## src/core/timer_ctl_pkg.sv

```systemverilog
// Purpose: shared constants of the timer counter control block
// Assumes: 32-bit Avalon-MM data, 16-bit timer registers
// Notes: offsets are byte addresses of aligned words
package timer_ctl_pkg;
	// ----------------------------------------
	// Register offsets
	// ----------------------------------------
	localparam logic [7:0] OFF_CTRL1 = 8'h00;
	localparam logic [7:0] OFF_CTRL2 = 8'h04;
	localparam logic [7:0] OFF_EVENT = 8'h08;
	localparam logic [7:0] OFF_STATUS = 8'h0C;
	localparam logic [7:0] OFF_IE = 8'h10;
	localparam logic [7:0] OFF_SLAVE = 8'h14;
	localparam logic [7:0] OFF_COUNT = 8'h18;
	localparam logic [7:0] OFF_PRESC = 8'h1C;
	localparam logic [7:0] OFF_RELOAD = 8'h20;
	localparam logic [7:0] OFF_CMP = 8'h24;
	localparam logic [7:0] OFF_CHMODE = 8'h28;
	// ----------------------------------------
	// Field positions
	// ----------------------------------------
	localparam int ENABLE_BIT = 0;
	localparam int INHIBIT_BIT = 1;
	localparam int RESTRICT_BIT = 2;
	localparam int PULSE_BIT = 3;
	localparam int DIR_BIT = 4;
	localparam int ALIGN_LSB = 5;
	localparam int FORCE_BIT = 0;
	localparam int ST_UPD = 0;
	localparam int ST_CMP = 1;
	localparam int ST_DOWN = 2;
	localparam int IE_UPD = 0;
	localparam int IE_DMA = 1;
	localparam logic [15:0] CTRL1_MASK = 16'h007F;
	// ----------------------------------------
	// Reset values
	// ----------------------------------------
	localparam logic [15:0] CTRL1_RST = 16'h0000;
	localparam logic [15:0] PRESC_RST = 16'h0000;
	localparam logic [15:0] RELOAD_RST = 16'hFFFF;
	localparam logic [15:0] CMP_RST = 16'h0000;
	// ----------------------------------------
	// Encodings
	// ----------------------------------------
	localparam logic [1:0] ALIGN_EDGE = 2'h0;
	localparam logic [1:0] ALIGN_DOWN_ONLY = 2'h1;
	localparam logic [1:0] ALIGN_UP_ONLY = 2'h2;
	localparam logic [1:0] ALIGN_BOTH = 2'h3;
	localparam logic [1:0] CH_OUTPUT = 2'h0;
	localparam logic [2:0] SM_OFF = 3'h0;
	localparam logic [2:0] SM_ENC = 3'h3;
	localparam logic [2:0] SM_RESET = 3'h4;
	localparam logic [2:0] SM_GATED = 3'h5;
	localparam logic [2:0] SM_TRIG = 3'h6;
	localparam logic [2:0] SM_EXT = 3'h7;
endpackage

```

## src/core/timer_count_control.sv

```systemverilog
// Purpose: counter control of a general timer, Avalon-MM slave
// Assumes: clk 10 MHz; trigIn, extClkIn, encDirIn are pins
// Notes:
// Notes on behaviour
// - Mode field: 00 edge by direction, 01 flags on down, 10 mode two
// - Mode two sets output compare flag only while counting up
// - Mode 11 alternates and flags compares both ways
// - Direction bit 4: 1 counts down, 0 counts up
// - Direction bit ignored in centre or encoder modes
// - Single pulse bit 3 clears counter enable at next update
// - Restrict bit 2 set: only over/underflow raises update request
// - Restrict clear: wrap, force update or slave raise request
// - Inhibit bit 1: no update, buffered values kept
// - Force update or slave reset still reinitialise counter, prescaler
// - Allowed updates from all sources reload buffered registers
// - Enable bit 0 starts or halts counting, resets to zero
// - Trigger slave mode sets counter enable in hardware
module timer_count_control
	import timer_ctl_pkg::*;
#(
	parameter int W = 16
)
(
	input wire logic clk,
	input wire logic rst_n,
	input wire logic [7:0] avs_address,
	input wire logic avs_read,
	input wire logic avs_write,
	input wire logic [31:0] avs_writedata,
	input wire logic [3:0] avs_byteenable,
	output logic [31:0] avs_readdata,
	output logic avs_waitrequest,
	input wire logic trigIn,
	input wire logic extClkIn,
	input wire logic encDirIn,
	output logic updateIrq,
	output logic updateDma,
	output logic compareMatch
);
	// ----------------------------------------
	// Reset and pin synchronisers
	// ----------------------------------------
	logic [1:0] rstPipe;
	logic resetN;
	logic [2:0] trigSync, extSync, encSync;
	logic trigLvl, extLvl, encLvl, trigOld, extOld;
	logic trigRise, extRise;

	always_ff @(posedge clk or negedge rst_n)
	begin
		if (!rst_n)
			rstPipe <= 2'h0;
		else
			rstPipe <= {rstPipe[0], 1'b1};
	end
	assign resetN = rstPipe[1];

	always_ff @(posedge clk or negedge resetN)
	begin
		if (!resetN)
		begin
			trigSync <= 3'h0;
			extSync <= 3'h0;
			encSync <= 3'h0;
		end
		else
		begin
			trigSync <= {trigSync[1:0], trigIn};
			extSync <= {extSync[1:0], extClkIn};
			encSync <= {encSync[1:0], encDirIn};
		end
	end

	// A change counts once stages two and three agree
	always_ff @(posedge clk or negedge resetN)
	begin
		if (!resetN)
		begin
			trigLvl <= 1'b0;
			extLvl <= 1'b0;
			encLvl <= 1'b0;
			trigOld <= 1'b0;
			extOld <= 1'b0;
		end
		else
		begin
			if (trigSync[1] == trigSync[2])
				trigLvl <= trigSync[2];
			if (extSync[1] == extSync[2])
				extLvl <= extSync[2];
			if (encSync[1] == encSync[2])
				encLvl <= encSync[2];
			trigOld <= trigLvl;
			extOld <= extLvl;
		end
	end
	assign trigRise = trigLvl && !trigOld;
	assign extRise = extLvl && !extOld;

	// ----------------------------------------
	// Bus slave
	// ----------------------------------------
	logic [15:0] ctrl1, slaveMode, chMode, ie;
	logic [15:0] prescPre, reloadPre, cmpPre;
	logic [W-1:0] cnt, reloadSh, cmpSh;
	logic updFlag, cmpFlag, countDown;
	logic wrAcc;
	logic [15:0] wdata;

	function automatic logic [15:0] merge(input logic [15:0] old,
		input logic [31:0] d, input logic [3:0] be);
		merge = {be[1] ? d[15:8] : old[15:8], be[0] ? d[7:0] : old[7:0]};
	endfunction

	function automatic logic hit(input logic [7:0] off);
		hit = wrAcc && (avs_address == off);
	endfunction

	// One wait cycle: request seen, then acknowledged
	always_ff @(posedge clk or negedge resetN)
	begin
		if (!resetN)
			avs_waitrequest <= 1'b1;
		else if (avs_waitrequest && (avs_read || avs_write))
			avs_waitrequest <= 1'b0;
		else
			avs_waitrequest <= 1'b1;
	end
	assign wrAcc = avs_write && !avs_waitrequest;
	assign wdata = avs_writedata[15:0];

	always_ff @(posedge clk or negedge resetN)
	begin
		if (!resetN)
			avs_readdata <= 32'h00000000;
		else if (avs_read && avs_waitrequest)
			case (avs_address)
				OFF_CTRL1: avs_readdata <= {16'h0000, ctrl1};
				OFF_STATUS: avs_readdata <= {29'h0, countDown, cmpFlag, updFlag};
				OFF_IE: avs_readdata <= {16'h0000, ie};
				OFF_SLAVE: avs_readdata <= {16'h0000, slaveMode};
				OFF_COUNT: avs_readdata <= {16'h0000, 16'(cnt)};
				OFF_PRESC: avs_readdata <= {16'h0000, prescPre};
				OFF_RELOAD: avs_readdata <= {16'h0000, reloadPre};
				OFF_CMP: avs_readdata <= {16'h0000, cmpPre};
				OFF_CHMODE: avs_readdata <= {16'h0000, chMode};
				default: avs_readdata <= 32'h00000000;
			endcase
	end

	always_ff @(posedge clk or negedge resetN)
	begin
		if (!resetN)
		begin
			ie <= 16'h0000;
			slaveMode <= 16'h0000;
			chMode <= 16'h0000;
			prescPre <= PRESC_RST;
			reloadPre <= RELOAD_RST;
			cmpPre <= CMP_RST;
		end
		else
		begin
			if (hit(OFF_IE))
				ie <= merge(ie, avs_writedata, avs_byteenable) & 16'h0003;
			if (hit(OFF_SLAVE))
				slaveMode <= merge(slaveMode, avs_writedata,
					avs_byteenable) & 16'h0007;
			if (hit(OFF_CHMODE))
				chMode <= merge(chMode, avs_writedata, avs_byteenable) & 16'h0003;
			if (hit(OFF_PRESC))
				prescPre <= merge(prescPre, avs_writedata, avs_byteenable);
			if (hit(OFF_RELOAD))
				reloadPre <= merge(reloadPre, avs_writedata, avs_byteenable);
			if (hit(OFF_CMP))
				cmpPre <= merge(cmpPre, avs_writedata, avs_byteenable);
		end
	end

	// ----------------------------------------
	// Mode decode
	// ----------------------------------------
	logic countOn, inhibit, srcRestrict, singlePulse;
	logic dirBit, centerMode, encMode;
	logic [1:0] alignSel;
	logic [2:0] sm;
	logic goingDown, run, step, tick, wrap;
	logic forceUpd, slaveRst, reinit, updEvent, updReq, cmpHit;

	assign countOn = ctrl1[ENABLE_BIT];
	assign inhibit = ctrl1[INHIBIT_BIT];
	assign srcRestrict = ctrl1[RESTRICT_BIT];
	assign singlePulse = ctrl1[PULSE_BIT];
	assign dirBit = ctrl1[DIR_BIT];
	assign alignSel = ctrl1[ALIGN_LSB+1:ALIGN_LSB];
	assign sm = slaveMode[2:0];
	assign centerMode = (alignSel != ALIGN_EDGE);
	assign encMode = (sm == SM_ENC);
	// Direction bit only matters in plain edge counting
	assign goingDown = centerMode ? countDown :
		(encMode ? encLvl : dirBit);
	// External sources count only after software sets the enable
	assign run = countOn && (sm != SM_GATED || trigLvl);
	assign step = run && ((sm == SM_EXT || encMode) ? extRise : 1'b1);
	assign wrap = tick && (goingDown ? (cnt == '0) : (cnt >= reloadSh));
	assign forceUpd = hit(OFF_EVENT) && avs_byteenable[0]
		&& wdata[FORCE_BIT];
	assign slaveRst = (sm == SM_RESET) && trigRise;
	assign reinit = forceUpd || slaveRst;
	assign updEvent = !inhibit && (wrap || reinit);
	assign updReq = updEvent && (!srcRestrict || wrap);

	// ----------------------------------------
	// Control register and enable
	// ----------------------------------------
	always_ff @(posedge clk or negedge resetN)
	begin
		if (!resetN)
			ctrl1 <= CTRL1_RST;
		else
		begin
			if (hit(OFF_CTRL1))
				ctrl1 <= merge(ctrl1, avs_writedata, avs_byteenable) & CTRL1_MASK;
			if (singlePulse && updEvent)
				ctrl1[ENABLE_BIT] <= 1'b0;
			if (sm == SM_TRIG && trigRise)
				ctrl1[ENABLE_BIT] <= 1'b1;
		end
	end

	timer_prescaler #(.W(W)) prescaler (
		.clk(clk),
		.resetN(resetN),
		.step(step),
		.restart(reinit),
		.load(updEvent),
		.preset(W'(prescPre)),
		.tick(tick)
	);

	// ----------------------------------------
	// Counter and shadows
	// ----------------------------------------
	// Shadows move only on an allowed update
	always_ff @(posedge clk or negedge resetN)
	begin
		if (!resetN)
		begin
			reloadSh <= W'(RELOAD_RST);
			cmpSh <= W'(CMP_RST);
		end
		else if (updEvent)
		begin
			reloadSh <= W'(reloadPre);
			cmpSh <= W'(cmpPre);
		end
	end

	always_ff @(posedge clk or negedge resetN)
	begin
		if (!resetN)
		begin
			cnt <= '0;
			countDown <= 1'b0;
		end
		else if (reinit)
		begin
			cnt <= (!centerMode && goingDown) ? reloadSh : '0;
			countDown <= !centerMode && goingDown;
		end
		else if (hit(OFF_COUNT))
			cnt <= W'(merge(16'(cnt), avs_writedata, avs_byteenable));
		else if (tick)
		begin
			if (!goingDown)
			begin
				if (cnt >= reloadSh)
				begin
					cnt <= centerMode ? cnt - W'(1) : '0;
					countDown <= centerMode;
				end
				else
					cnt <= cnt + W'(1);
			end
			else if (cnt == '0)
			begin
				cnt <= centerMode ? W'(1) : reloadSh;
				countDown <= 1'b0;
			end
			else
				cnt <= cnt - W'(1);
		end
		else if (!centerMode)
			countDown <= goingDown;
	end

	// ----------------------------------------
	// Flags and requests
	// ----------------------------------------
	// Compare flag qualified by centre mode and count phase
	always_comb
	begin
		cmpHit = 1'b0;
		if (tick && cnt == cmpSh && chMode[1:0] == CH_OUTPUT)
			case (alignSel)
				ALIGN_EDGE: cmpHit = 1'b1;
				ALIGN_DOWN_ONLY: cmpHit = goingDown;
				ALIGN_UP_ONLY: cmpHit = !goingDown;
				ALIGN_BOTH: cmpHit = 1'b1;
				default: cmpHit = 1'b0;
			endcase
	end

	// Set wins over a clear in the same cycle
	always_ff @(posedge clk or negedge resetN)
	begin
		if (!resetN)
		begin
			updFlag <= 1'b0;
			cmpFlag <= 1'b0;
		end
		else
		begin
			if (hit(OFF_STATUS) && avs_byteenable[0])
			begin
				if (wdata[ST_UPD])
					updFlag <= 1'b0;
				if (wdata[ST_CMP])
					cmpFlag <= 1'b0;
			end
			if (updReq)
				updFlag <= 1'b1;
			if (cmpHit)
				cmpFlag <= 1'b1;
		end
	end

	always_ff @(posedge clk or negedge resetN)
	begin
		if (!resetN)
		begin
			updateIrq <= 1'b0;
			updateDma <= 1'b0;
			compareMatch <= 1'b0;
		end
		else
		begin
			updateIrq <= updReq && ie[IE_UPD];
			updateDma <= updReq && ie[IE_DMA];
			compareMatch <= cmpHit;
		end
	end
endmodule

```

## src/core/timer_prescaler.sv

```systemverilog
// Purpose: prescaler dividing counter steps into ticks
// Assumes: step is a one-cycle enable
// Notes: divide value is buffered, taken at update
module timer_prescaler
	import timer_ctl_pkg::*;
#(
	parameter int W = 16
)
(
	input wire logic clk,
	input wire logic resetN,
	input wire logic step,
	input wire logic restart,
	input wire logic load,
	input wire logic [W-1:0] preset,
	output logic tick
);
	logic [W-1:0] divide;
	logic [W-1:0] count;

	assign tick = step && !restart && (count == divide);

	always_ff @(posedge clk or negedge resetN)
	begin
		if (!resetN)
			divide <= W'(PRESC_RST);
		else if (load)
			divide <= preset;
	end

	always_ff @(posedge clk or negedge resetN)
	begin
		if (!resetN)
			count <= '0;
		else if (restart || tick)
			count <= '0;
		else if (step)
			count <= count + W'(1);
	end
endmodule

```

## config.mk

```make
export PLATFORM = sky130hd
export DESIGN_NAME = timer_count_control
export DESIGN_NICKNAME = d
export VERILOG_FILES = /design/src/core/timer_ctl_pkg.sv /design/src/core/timer_count_control.sv /design/src/core/timer_prescaler.sv
export SDC_FILE = /design/constraint.sdc
export NUM_CORES = 1
export LEC_CHECK = 0
export ABC_AREA = 1
export BUFFER_PORTS_ARGS = -buffer_cell sky130_fd_sc_hd__buf_4
export CORE_MARGIN = 5
export CORE_UTILIZATION = 33
export CTS_CLUSTER_DIAMETER = 120
export DETAILED_ROUTE_END_ITERATION = 12
export GPL_TIMING_DRIVEN = 0
export HOLD_SLACK_MARGIN = 0.08
export PLACE_DENSITY = 0.47
export SLEW_MARGIN = 20
export SYNTH_ARGS = -nofsm -noshare
export SYNTH_HDL_FRONTEND = slang
export SYNTH_SLANG_ARGS = --single-unit
```

## constraint.sdc

```tcl
create_clock -name clk -period 6.9 [get_ports clk]
set_input_delay 0.345 -clock clk [delete_from_list [all_inputs] [get_ports clk]]
set_output_delay 0.345 -clock clk [all_outputs]
set_load 0.02 [all_outputs]
```

==> summary.txt, run 1 <==
Outcome
  • Status: completed

CTS
  • Clock root cell: clkbuf_16
  • Hold_buf cts: 6
  • # resized after CTS: 0
  • CTS tree: built
  • Clk sinks: 181
  • Setup bufs post-CTS: 0
  • Total CTS buffers: 17
  • Worst skew pair latency: roughly 0.45 ns
  • Bufs on Longest Clock Path: 2
  • CTS H-Tree Depth: 4
  • CTS clock-pin slew for the worst setup and hold paths: approximately 0.080 ns

Min path
  • Hold crit path type: input port to register
  • Hold worst-path end: ctrl1[3]
  • Hold Path Origin: avs_writedata[3]
  • Hold path depth: 3

Setup path
  • R2r worst-path depth: 15
  • CP max FO: 10
  • R2R Path Start: reloadSh[7]
  • CP max stage delay: between 0.5 and 0.6 ns
  • FF-to-FF End: cnt[7]
  • Critical-path top delay cell: dfstp_2
  • CP Data Arrival Time: approximately 3.3 ns
  • Critical path's most frequent cell: nand2_1
  • Startpoint Class: register
  • Crit end category: register
  • Critical Path Source: reloadSh[7]
  • Worst Path Required: 7.23 ns
  • Crit path kind: register to register
  • Reg2Reg Setup Slack: between 3 and 4 ns
  • Crit-path cells: inv_1 -> ha_1 -> nand2_1 -> inv_1 -> nand2_1 -> nor2_1 -> nor2_1 -> nand2_1 -> nand2_1 -> nand2_1 -> clkbuf_1 -> nand2_1 -> nand3_1 -> nand3_1 -> a21oi_1

STA
  • Final min period: about 3.0 ns
  • Period utilization: 0.432
  • RSZ-0062 raised after global routing: no
  • Hold_ws: about 0.12 ns
  • Fmax: 336 MHz
  • Slew margin rel.: 0.494
  • Clock skew: 0.0119 ns
  • Fin. Hold Viols: 0
  • Fin. max-slew vios: 0
  • Slew at the pin closest to its max-slew limit: about 0.76 ns
  • Setup WS post-layout: 3.92 ns
  • Final setup fails: 0
  • Final setup TNS: 0 ns

Route
  • Vias/cell: 4.99
  • Drt wl/cell: 18.6 um
  • Detailed Routing Iterations Pass 1: 5
  • DRT iter0 DRCs: 645
  • Routed vias: between 10000 and 15000
  • Drc violations: 0
  • Drt total wl: about 37000 um
  • DRT antenna net count: 0

Flow run
  • Max-Cap Viols: 0

Floorplan
  • # rows: 65
  • # IOs: 87
  • Initial Util: 0.336
  • Die H: ~190 um
  • CORE AREA: 31700 um2
  • Chip width: approximately 190 um
  • Die ar.: between 30000 and 40000 um2

Power and ir drop
  • Final Total Pwr: around 3.8 mW
  • Leakage power: 5.96 nW
  • Pwr dens: ~310 nW/um2
  • Worst IR drop on VDD: 126 uV

Synth
  • Avg Inst Size Synth: between 7 and 8 um2
  • Number of synthesis warnings: 0
  • Yosys top cell area share: 0.347
  • Area leader, netlist: dfrtp_1
  • Top cells by area, synth: dfrtp_1, nand2_1, dfstp_2
  • Cells after Synth: ~1500
  • #FFs+latches synth: roughly 180
  • Sequential share of the synthesized area: 0.429
  • Netlist cell types: between 40 and 50
  • Mapped cell area: roughly 11000 um2

Global routing
  • Initial antenna violation count: 0
  • First-pass GRT wire length: 58400 um
  • Gr usage total: 0.211
  • Vias in the first global route: around 10000
  • Global route overflow: 0
  • Largest net degree at the start of global routing: 52

Placement
  • Setup slack at placement: a little under 4 ns
  • Hpwl dp: approximately 29000 um
  • Placed cell area: between 10000 and 15000 um2
  • Placed instance count: about 2000
  • I/O Buffers: 52
  • Gpl congestion: ~0.93

Cells and area
  • Design area: about 12000 um2
  • Layout cells sized above 1: 0.126
  • Filler cell count: roughly 3400
  • # diodes: 0
  • Fin util: 0.389
  • Syn-to-layout area delta: 15.7%
  • Most common cell after layout, fill and taps aside: nand2_1
  • Multi-input logic area: ~5200 um2
  • Most frequent cells in the layout: nand2_1, nor2_1, inv_1, dfrtp_1, nand3_1
  • Fin nets: about 1700
  • Non-Filler Instances: between 2000 and 2500
  • Total area of sequential cells: approximately 4600 um2
-- power breakdown --
part | total (mW) | leakage (nW) | internal [mW] | switching (mW)
registers | 1.22 | 2.28 | 1.15 | 0.0744
clock network | 0.976 | 0.278 | 0.482 | 0.494
logic | 1.59 | 3.40 | 0.492 | 1.10
total | 3.78 | 5.96 | 2.12 | 1.66
-- worst max-delay path by stage --
stage | to | slack (ns) | depth (start not counted)
after CTS | prescaler.divide[10] | 3.91 | 16
after global placement | avs_readdata[12] | -1.06 | 0
final | cnt[7] | 3.92 | 15
after detailed placement | prescaler.divide[10] | 3.94 | 16
after global routing | cnt[7] | 3.72 | 15
after floorplan | avs_readdata[0] | 1.54 | 0
-- cell families (layout without fill, tap and decap cells) --
logic type / Yosys count / in the layout / synth area share
simple gates: 813 / 813 / 0.317
buf+inv: 233 / 327 / 0.0935
compound gates: 209 / 209 / 0.105
flops: 181 / 181 / 0.429
xor+xnor: 32 / 32 / 0.0263
fa+ha+maj: 26 / 26 / 0.0298
other cells: 2 / 17 / 0.000704
-- cells in the mapped netlist (all sizes together) --
master,instances
maj3,3
dfrtp,148
nor2,181
o21bai,1
conb,2
o22ai,17
o211ai,2
buf,46
nand4,13
dfstp,33
or2,1
nor4,4
nand2,475
inv,170
nor3,13
ha,23
o31ai,1
clkbuf,17
o21a,1
o2bb2ai,1
nand3,120
o221ai,1
nand3b,3
xor2,27
and3,2
and2,1
o21ai,119
o2111ai,2
xnor2,5
a211oi,2
a21oi,62
-- area by class of cell --
class	instances	area share
buffer	63	0.0291
sequential	181	0.371
timing repair buffer	62	0.0442
tap	402	0.0408
multi-input combinational	1097	0.418
clock inverter	14	0.0112
inverter	170	0.0517
clock buffer	18	0.0348
-- state kept, by name (all words and copies together) (netlist names), 2 cells and up --
register,count
reloadPre,16
prescPre,16
extSync,3
reloadSh,16
cnt,16
prescaler.count,16
trigSync,3
slaveMode,3
cmpSh,16
rstPipe,2
cmpPre,16
prescaler.divide,16
chMode,2
encSync,3
ie,2
avs_readdata,16
ctrl1,7
-- metal layers --
metal	wire [um]	vias up	global-route usage
met4	598	0	0.0498
met3	1860	31	0.0242
met2	16800	279	0.333
met5	0	-	0
met1	18200	4790	0.312
li1	-	4923	-
-- worst max-delay path: cells and delay by family (launching register included) --
family / cells / cell delay, ns
and+or+nand+nor: 10 / 1.11
buffers and inverters: 3 / 0.63
DFF: 1 / 0.57
adders and majority gates: 1 / 0.30
AOI/OAI and AO/OA: 1 / 0.26
No activity file was read; power rests on OpenSTA's default activity.
==> run 2, diff against run 1 <==
--- a/config.mk
+++ b/config.mk
@@ -5,7 +5,7 @@
 export SDC_FILE = /design/constraint.sdc
 export NUM_CORES = 1
 export LEC_CHECK = 0
-export ABC_AREA = 1
+export ABC_AREA = 0
 export BUFFER_PORTS_ARGS = -buffer_cell sky130_fd_sc_hd__buf_4
 export CORE_MARGIN = 5
 export CORE_UTILIZATION = 33
==> constraint.sdc (replaced) <==
create_clock -name clk -period 2.9 [get_ports clk]
set_input_delay 0.145 -clock clk [delete_from_list [all_inputs] [get_ports clk]]
set_output_delay 0.145 -clock clk [all_outputs]
set_load 0.02 [all_outputs]
==> run 2 against run 1 <==
  * Synthesized cell count decreased by 39%
  * Sequential share of layout area increased by 0.26 points
  * Hold slack improved by 0.13 ns
  * Area after synthesis decreased by 7.2%
  * Utilization increased by 2.4 points
  * Highest routed layer unchanged
==> summary.txt, run 2 <==
Outcome
  • Status: completed

Global routing
  • Initial antenna violation count: 0
  • Gr usage total: 0.180
  • Vias in the first global route: ~7600
  • First-pass GRT wire length: around 47000 um
  • Global route overflow: 0
  • Largest net degree at the start of global routing: 53

STA
  • Final min period: 2.84 ns
  • Fmax: about 350 MHz
  • RSZ-0062 raised after global routing: yes
  • Period utilization: 0.980
  • Final setup fails: 0
  • Slew at the pin closest to its max-slew limit: 0.842 ns
  • Slew margin rel.: 0.436
  • Setup WS post-layout: 0.0579 ns
  • Clock skew: about 0.012 ns
  • Fin. Hold Viols: 0
  • Fin. max-slew vios: 0

Min path
  • Hold Path Origin: avs_writedata[1]
  • Hold crit path type: input port to register
  • Hold worst-path end: cmpFlag
  • Hold path depth: 4

Setup path
  • Reg2Reg Setup Slack: between 0.05 and 0.06 ns
  • R2R Path Start: reloadSh[14]
  • R2r worst-path depth: 12
  • Startpoint Class: register
  • Worst Path Required: 3.23 ns
  • Crit path kind: register to register
  • FF-to-FF End: prescaler.divide[1]
  • Crit end category: register
  • CP max FO: 10
  • CP Data Arrival Time: 3.17 ns
  • Critical Path Source: reloadSh[14]

Route
  • Drc violations: 0
  • Detailed Routing Iterations Pass 1: 6
  • DRT antenna net count: 0
  • Vias/cell: 5.23
  • Routed vias: between 7000 and 8000
  • Drt wl/cell: between 20 and 25 um
  • DRT iter0 DRCs: between 500 and 600
  • Drt total wl: around 30000 um

Power and ir drop
  • Comb power frac: 0.440
  • Clock power frac: 0.250
  • Leakage power: 5.58 nW
  • Seq pwr share: 0.310
  • Worst IR drop on VDD: around 370 uV
  • Switching Share: 0.395
  • Pint: around 5.7 mW
  • Psw: ~3.7 mW
  • Pwr dens: between 700 and 800 nW/um2

CTS
  • Clk sinks: between 150 and 200
  • Clock root cell: clkbuf_16
  • CTS tree: built
  • Worst skew pair latency: approximately 0.44 ns
  • CTS H-Tree Depth: 4
  • Bufs on Longest Clock Path: 2
  • Total CTS buffers: 17
  • CTS clock-pin slew for the worst setup and hold paths: about 0.08 ns

Floorplan
  • # rows: 63
  • # IOs: 87
  • Die ar.: roughly 34000 um2
  • Chip width: roughly 180 um
  • CORE AREA: 29600 um2
  • Die H: roughly 180 um
  • Initial Util: 0.334

Synth
  • Most numerous cell in the Yosys netlist: dfrtp_1
  • Area share of and/or/nand/nor cells after synthesis: 0.134
  • Post-synthesis mux area share: 0.130
  • Avg Inst Size Synth: around 11 um2
  • Netlist cell types: ~80
  • Xor/xnor share of the synthesized area: 0.0602
  • #FFs+latches synth: around 180
  • Post-synth EDFFs: 0
  • Most frequent cells after synthesis: dfrtp_1, mux2_2, nand2_1, nor2_1, xor2_1
  • Cells after Synth: ~900
  • Number of synthesis warnings: 0
  • Fraction of the mapped netlist area in adder cells: 0.0321
  • Mapped cell area: roughly 10000 um2
  • Ys async rst share: 1.00
  • Top cells by area, synth: dfrtp_1, mux2_2, dfstp_2
  • Combinational family with the most area after synthesis: compound AO/OA/AOI/OAI gates
  • Sequential share of the synthesized area: 0.462
  • Top FF cell, synth: dfrtp_1
  • Compound-gate portion of the synthesized area: 0.135
  • Area leader, netlist: dfrtp_1
  • Yosys top cell area share: 0.374

Cells and area
  • Syn-to-layout area delta: 23.9%
  • Fin util: 0.414
  • Most frequent cells in the layout: dfrtp_1, mux2_2, buf_4, nand2_1, nor2_1
  • Non-Filler Instances: around 1500
  • Most common cell after layout, fill and taps aside: dfrtp_1
  • # diodes: 0
  • Fin nets: between 1000 and 1500
  • Layout cells sized above 1: 0.324

Placement
  • Gpl congestion: 0.899
  • I/O Buffers: approximately 50
  • Setup slack at placement: -0.961 ns
  • Placed instance count: 1376
  • Hpwl dp: between 20000 and 25000 um

Flow run
  • Max-Cap Viols: 0
## run 2: what timing repair did
item | CTS | global route
endpoints found under the hold margin | 56 | 0
buffers inserted | 16 | 9
endpoints found under the setup margin | 79 | 67
pin swaps | 10 | 6
gates cloned | 0 | 1
hold buffers | 21 | 0
gates resized for setup | 28 | 54
## run 2: worst max-delay path: stages (launching register included)
cell	delay (ns)
dfstp_2	0.59
inv_2	0.06
ha_4	0.26
nand4_1	0.18
nor3_4	0.20
buf_12	0.14
o311ai_4	0.11
nand4_1	0.12
buf_6	0.14
nand3_4	0.10
a21oi_4	0.20
buf_4	0.26
mux2_2	0.36
## run 2: power by group through the flow
stage	Sequential [mW]	Clock, mW	Combinational [mW]
floorplan	2.93	0	2.33
global placement	3.01	0	3.29
detailed placement	2.97	0	3.30
CTS	2.92	2.43	3.82
global route	2.97	2.52	4.51
finish	2.93	2.37	4.16
## run 2: worst max path at each step
stage          slack, ns  cells past startpoint                   end
2_1_floorplan       0.14                     12  prescaler.divide[10]
3_3_place_gp       -1.04                     10               cnt[15]
3_5_place_dp       -0.96                     10               cnt[15]
4_1_cts             0.01                     13   prescaler.divide[8]
5_1_grt            -0.04                     12   prescaler.divide[4]
6_report            0.06                     12   prescaler.divide[1]
## run 2: logic make-up after synthesis
group | Yosys count
multiplexers | 115
XOR/XNOR | 68
other | 2
flip-flops | 181
AO/OA/AOI/OAI | 183
adder cells (fa/ha/maj) | 26
buffers and inverters | 91
AND/OR/NAND/NOR | 253
## run 2: area by class of cell
type,instances,area (um2)
plain buffers,64,374
clock buffers,17,425
clock inverters,15,173
fillers,2962,17400
inverters,25,93.8
multi-input cells,662,5220
flip-flops and latches,181,4570
well taps,390,488
repair buffers,99,906
## run 2: per-layer routing
metal / wire [um] / GRT usage / vias up
met4: 629 / 0.0557 / 0
met3: 1060 / 0.0292 / 37
met1: 13700 / 0.247 / 3811
met2: 14600 / 0.294 / 160
met5: 0 / 0 / -
li1: - / - / 3597
## run 2: through the flow
| stage | power, mW | setup TNS, ns | hold WS [ns] | area, um2 |
|---|---|---|---|---|
| after floorplan | 5.27 | 0 | -0.151 | 9950 |
| after detailed placement | 6.27 | -48.07 | -0.0711 | 10900 |
| after global routing | 10.0 | -0.452 | 0.276 | 12300 |
| final | 9.47 | 0 | 0.249 | 12300 |
| after global placement | 6.29 | -50.94 | -0.0722 | 10800 |
| after CTS | 9.18 | 0 | 0.240 | 12000 |
==> run 3, diff against run 2 <==
--- a/config.mk
+++ b/config.mk
@@ -13,7 +13,7 @@
 export DETAILED_ROUTE_END_ITERATION = 12
 export GPL_TIMING_DRIVEN = 0
 export HOLD_SLACK_MARGIN = 0.08
-export PLACE_DENSITY = 0.47
+export PLACE_DENSITY = 0.48
 export SLEW_MARGIN = 20
 export SYNTH_ARGS = -nofsm -noshare
 export SYNTH_HDL_FRONTEND = slang
==> run 3 against run 2 <==
  * The run now ends with setup timing left
  * Sequential share of layout area hardly changed
  * Clock power grew 2%
  * First-iteration DRC count fell by 0.18%
  * Sequential power about the same
  * Clock skew increased by 0.0046 ns
  * Largest cell class unchanged
==> summary.txt, run 3 (same netlist as run 2, synthesis figures left out) <==
Min path
  • Hold crit path type: input port to register

Setup path
  • Delay-heaviest family, CP: simple AND/OR/NAND/NOR gates
  • Crit-path cells: inv_2 -> ha_4 -> nand4_1 -> nor3_4 -> buf_12 -> o311ai_4 -> nand4_1 -> nand3_2 -> a21oi_4 -> buf_12 -> clkbuf_16 -> mux2_4
  • CP Data Arrival Time: ~3.2 ns
  • Startpoint Class: register
  • CP max stage delay: 0.55 ns
  • Worst Path Required: roughly 3.2 ns
  • Crit end category: register
  • CP Buf/Inv Count: 4
  • Crit path kind: register to register
  • CP max FO: 6
  • Critical-path top delay cell: dfstp_2

STA
  • Fin. Hold Viols: 0
  • Final min period: ~2.9 ns
  • Final setup TNS: -0.00896 ns
  • Fin. max-slew vios: 0
  • Setup WS post-layout: -0.00462 ns
  • Clock skew: between 0.015 and 0.02 ns
  • Hold_ws: approximately 0.25 ns
  • Fmax: 344 MHz
  • RSZ-0062 raised after global routing: yes
  • Final setup fails: 3
  • Slew at the pin closest to its max-slew limit: between 0.8 and 0.9 ns
  • Slew margin rel.: 0.446
  • Period utilization: 1.00

Cells and area
  • # diodes: 0
  • Filler cell count: about 2900
  • Layout cells sized above 1: 0.325
  • Fin util: 0.413
  • Syn-to-layout area delta: 23.8%
  • Design area: roughly 12000 um2
  • Fin nets: 1122
  • Most common cell after layout, fill and taps aside: dfrtp_1
  • Non-Filler Instances: between 1000 and 1500
  • Most frequent cells in the layout: dfrtp_1, mux2_2, buf_4, nand2_1, nor2_1

Route
  • DRT iter0 DRCs: 551
  • Detailed Routing Iterations Pass 1: 6
  • Drc violations: 0
  • Drt wl/cell: between 20 and 25 um
  • DRT antenna net count: 0
  • Vias/cell: 5.24
  • Drt total wl: just over 30000 um
  • Routed vias: 7610

Global routing
  • First-pass GRT wire length: roughly 47000 um
  • Initial antenna violation count: 0
  • Vias in the first global route: ~7700
  • Global route overflow: 0
  • Largest net degree at the start of global routing: 54
  • Gr usage total: 0.182

CTS
  • Bufs on Longest Clock Path: 2
  • CTS tree: built
  • Clock root cell: clkbuf_16
  • Total CTS buffers: 17
  • CTS H-Tree Depth: 4
  • Clk sinks: approximately 180
  • Worst skew pair latency: approximately 0.44 ns
  • CTS clock-pin slew for the worst setup and hold paths: about 0.08 ns

Flow run
  • Max-Cap Viols: 0

Placement
  • Gpl congestion: about 0.92
  • I/O Buffers: a little under 50
  • Placed cell area: roughly 11000 um2
  • Placed instance count: 1376
  • Hpwl dp: 22700 um
  • Setup slack at placement: -0.931 ns

Outcome
  • Failing checks: setup timing
  • Status: complete, but fails checks

Power and ir drop
  • Worst IR drop on VDD: 484 uV
  • Pwr dens: ~780 nW/um2
  • Leakage power: about 5.6 nW
  • Final Total Pwr: between 9 and 10 mW

Floorplan
  • Die H: 183 um
  • # IOs: between 80 and 90
  • CORE AREA: ~30000 um2
  • Chip width: 183 um
  • Die ar.: approximately 34000 um2
  • Initial Util: 0.334
  • # rows: 63
## run 3: routing by layer
metal / GRT usage / vias to the layer above / routed length, um
li1: - / 3585 / -
met1: 0.259 / 3854 / 14600
met2: 0.298 / 142 / 14600
met3: 0.0190 / 29 / 753
met4: 0.0498 / 0 / 543
met5: 0 / - / 0
## run 3: timing repair
item | 4_1_cts | 5_1_grt
pin swaps | 12 | 9
setup endpoints to repair | 79 | 63
gates resized for setup | 34 | 56
hold buffers | 21 | 0
cloned | 0 | 1
buffers inserted | 18 | 6
endpoints found under the hold margin | 54 | 0
## run 3: area by class of cell
class | count | area, um2 | share of cell area
clock buffer | 17 | 425 | 0.0347
multi-input combinational | 662 | 5230 | 0.427
buffer | 63 | 372 | 0.0303
timing repair buffer | 98 | 882 | 0.0720
tap | 390 | 488 | 0.0398
clock inverter | 15 | 184 | 0.0150
sequential | 181 | 4570 | 0.373
inverter | 25 | 93.8 | 0.00766
## run 3: worst paths after layout
check / start / end / slack [ns] / depth (start not counted)
min in group asynchronous: rstPipe[1] / prescaler.count[12] / 0.37 / 0
setup reg to reg: reloadSh[13] / prescaler.divide[5] / -0.005 / 12
max in group asynchronous: rstPipe[1] / reloadSh[5] / 1.50 / 2
setup / recovery: reloadSh[13] / prescaler.divide[5] / -0.005 / 12
hold reg to reg: extSync[0] / extSync[1] / 0.36 / 0
hold / removal: avs_writedata[1] / cmpFlag / 0.25 / 4
## run 3: where the power goes
group / switching (mW) / internal [mW] / total, mW
sequential: 0.191 / 2.74 / 2.93
clock: 1.17 / 1.25 / 2.42
combinational: 2.41 / 1.84 / 4.25
total: 3.77 / 5.82 / 9.60
## run 3: worst min-delay path, delay by kind of cell
kind,cells,cell delay [ns]
buffers and inverters,1,0.25
AND/OR/NAND/NOR,2,0.20
AO/OA/AOI/OAI,1,0.06
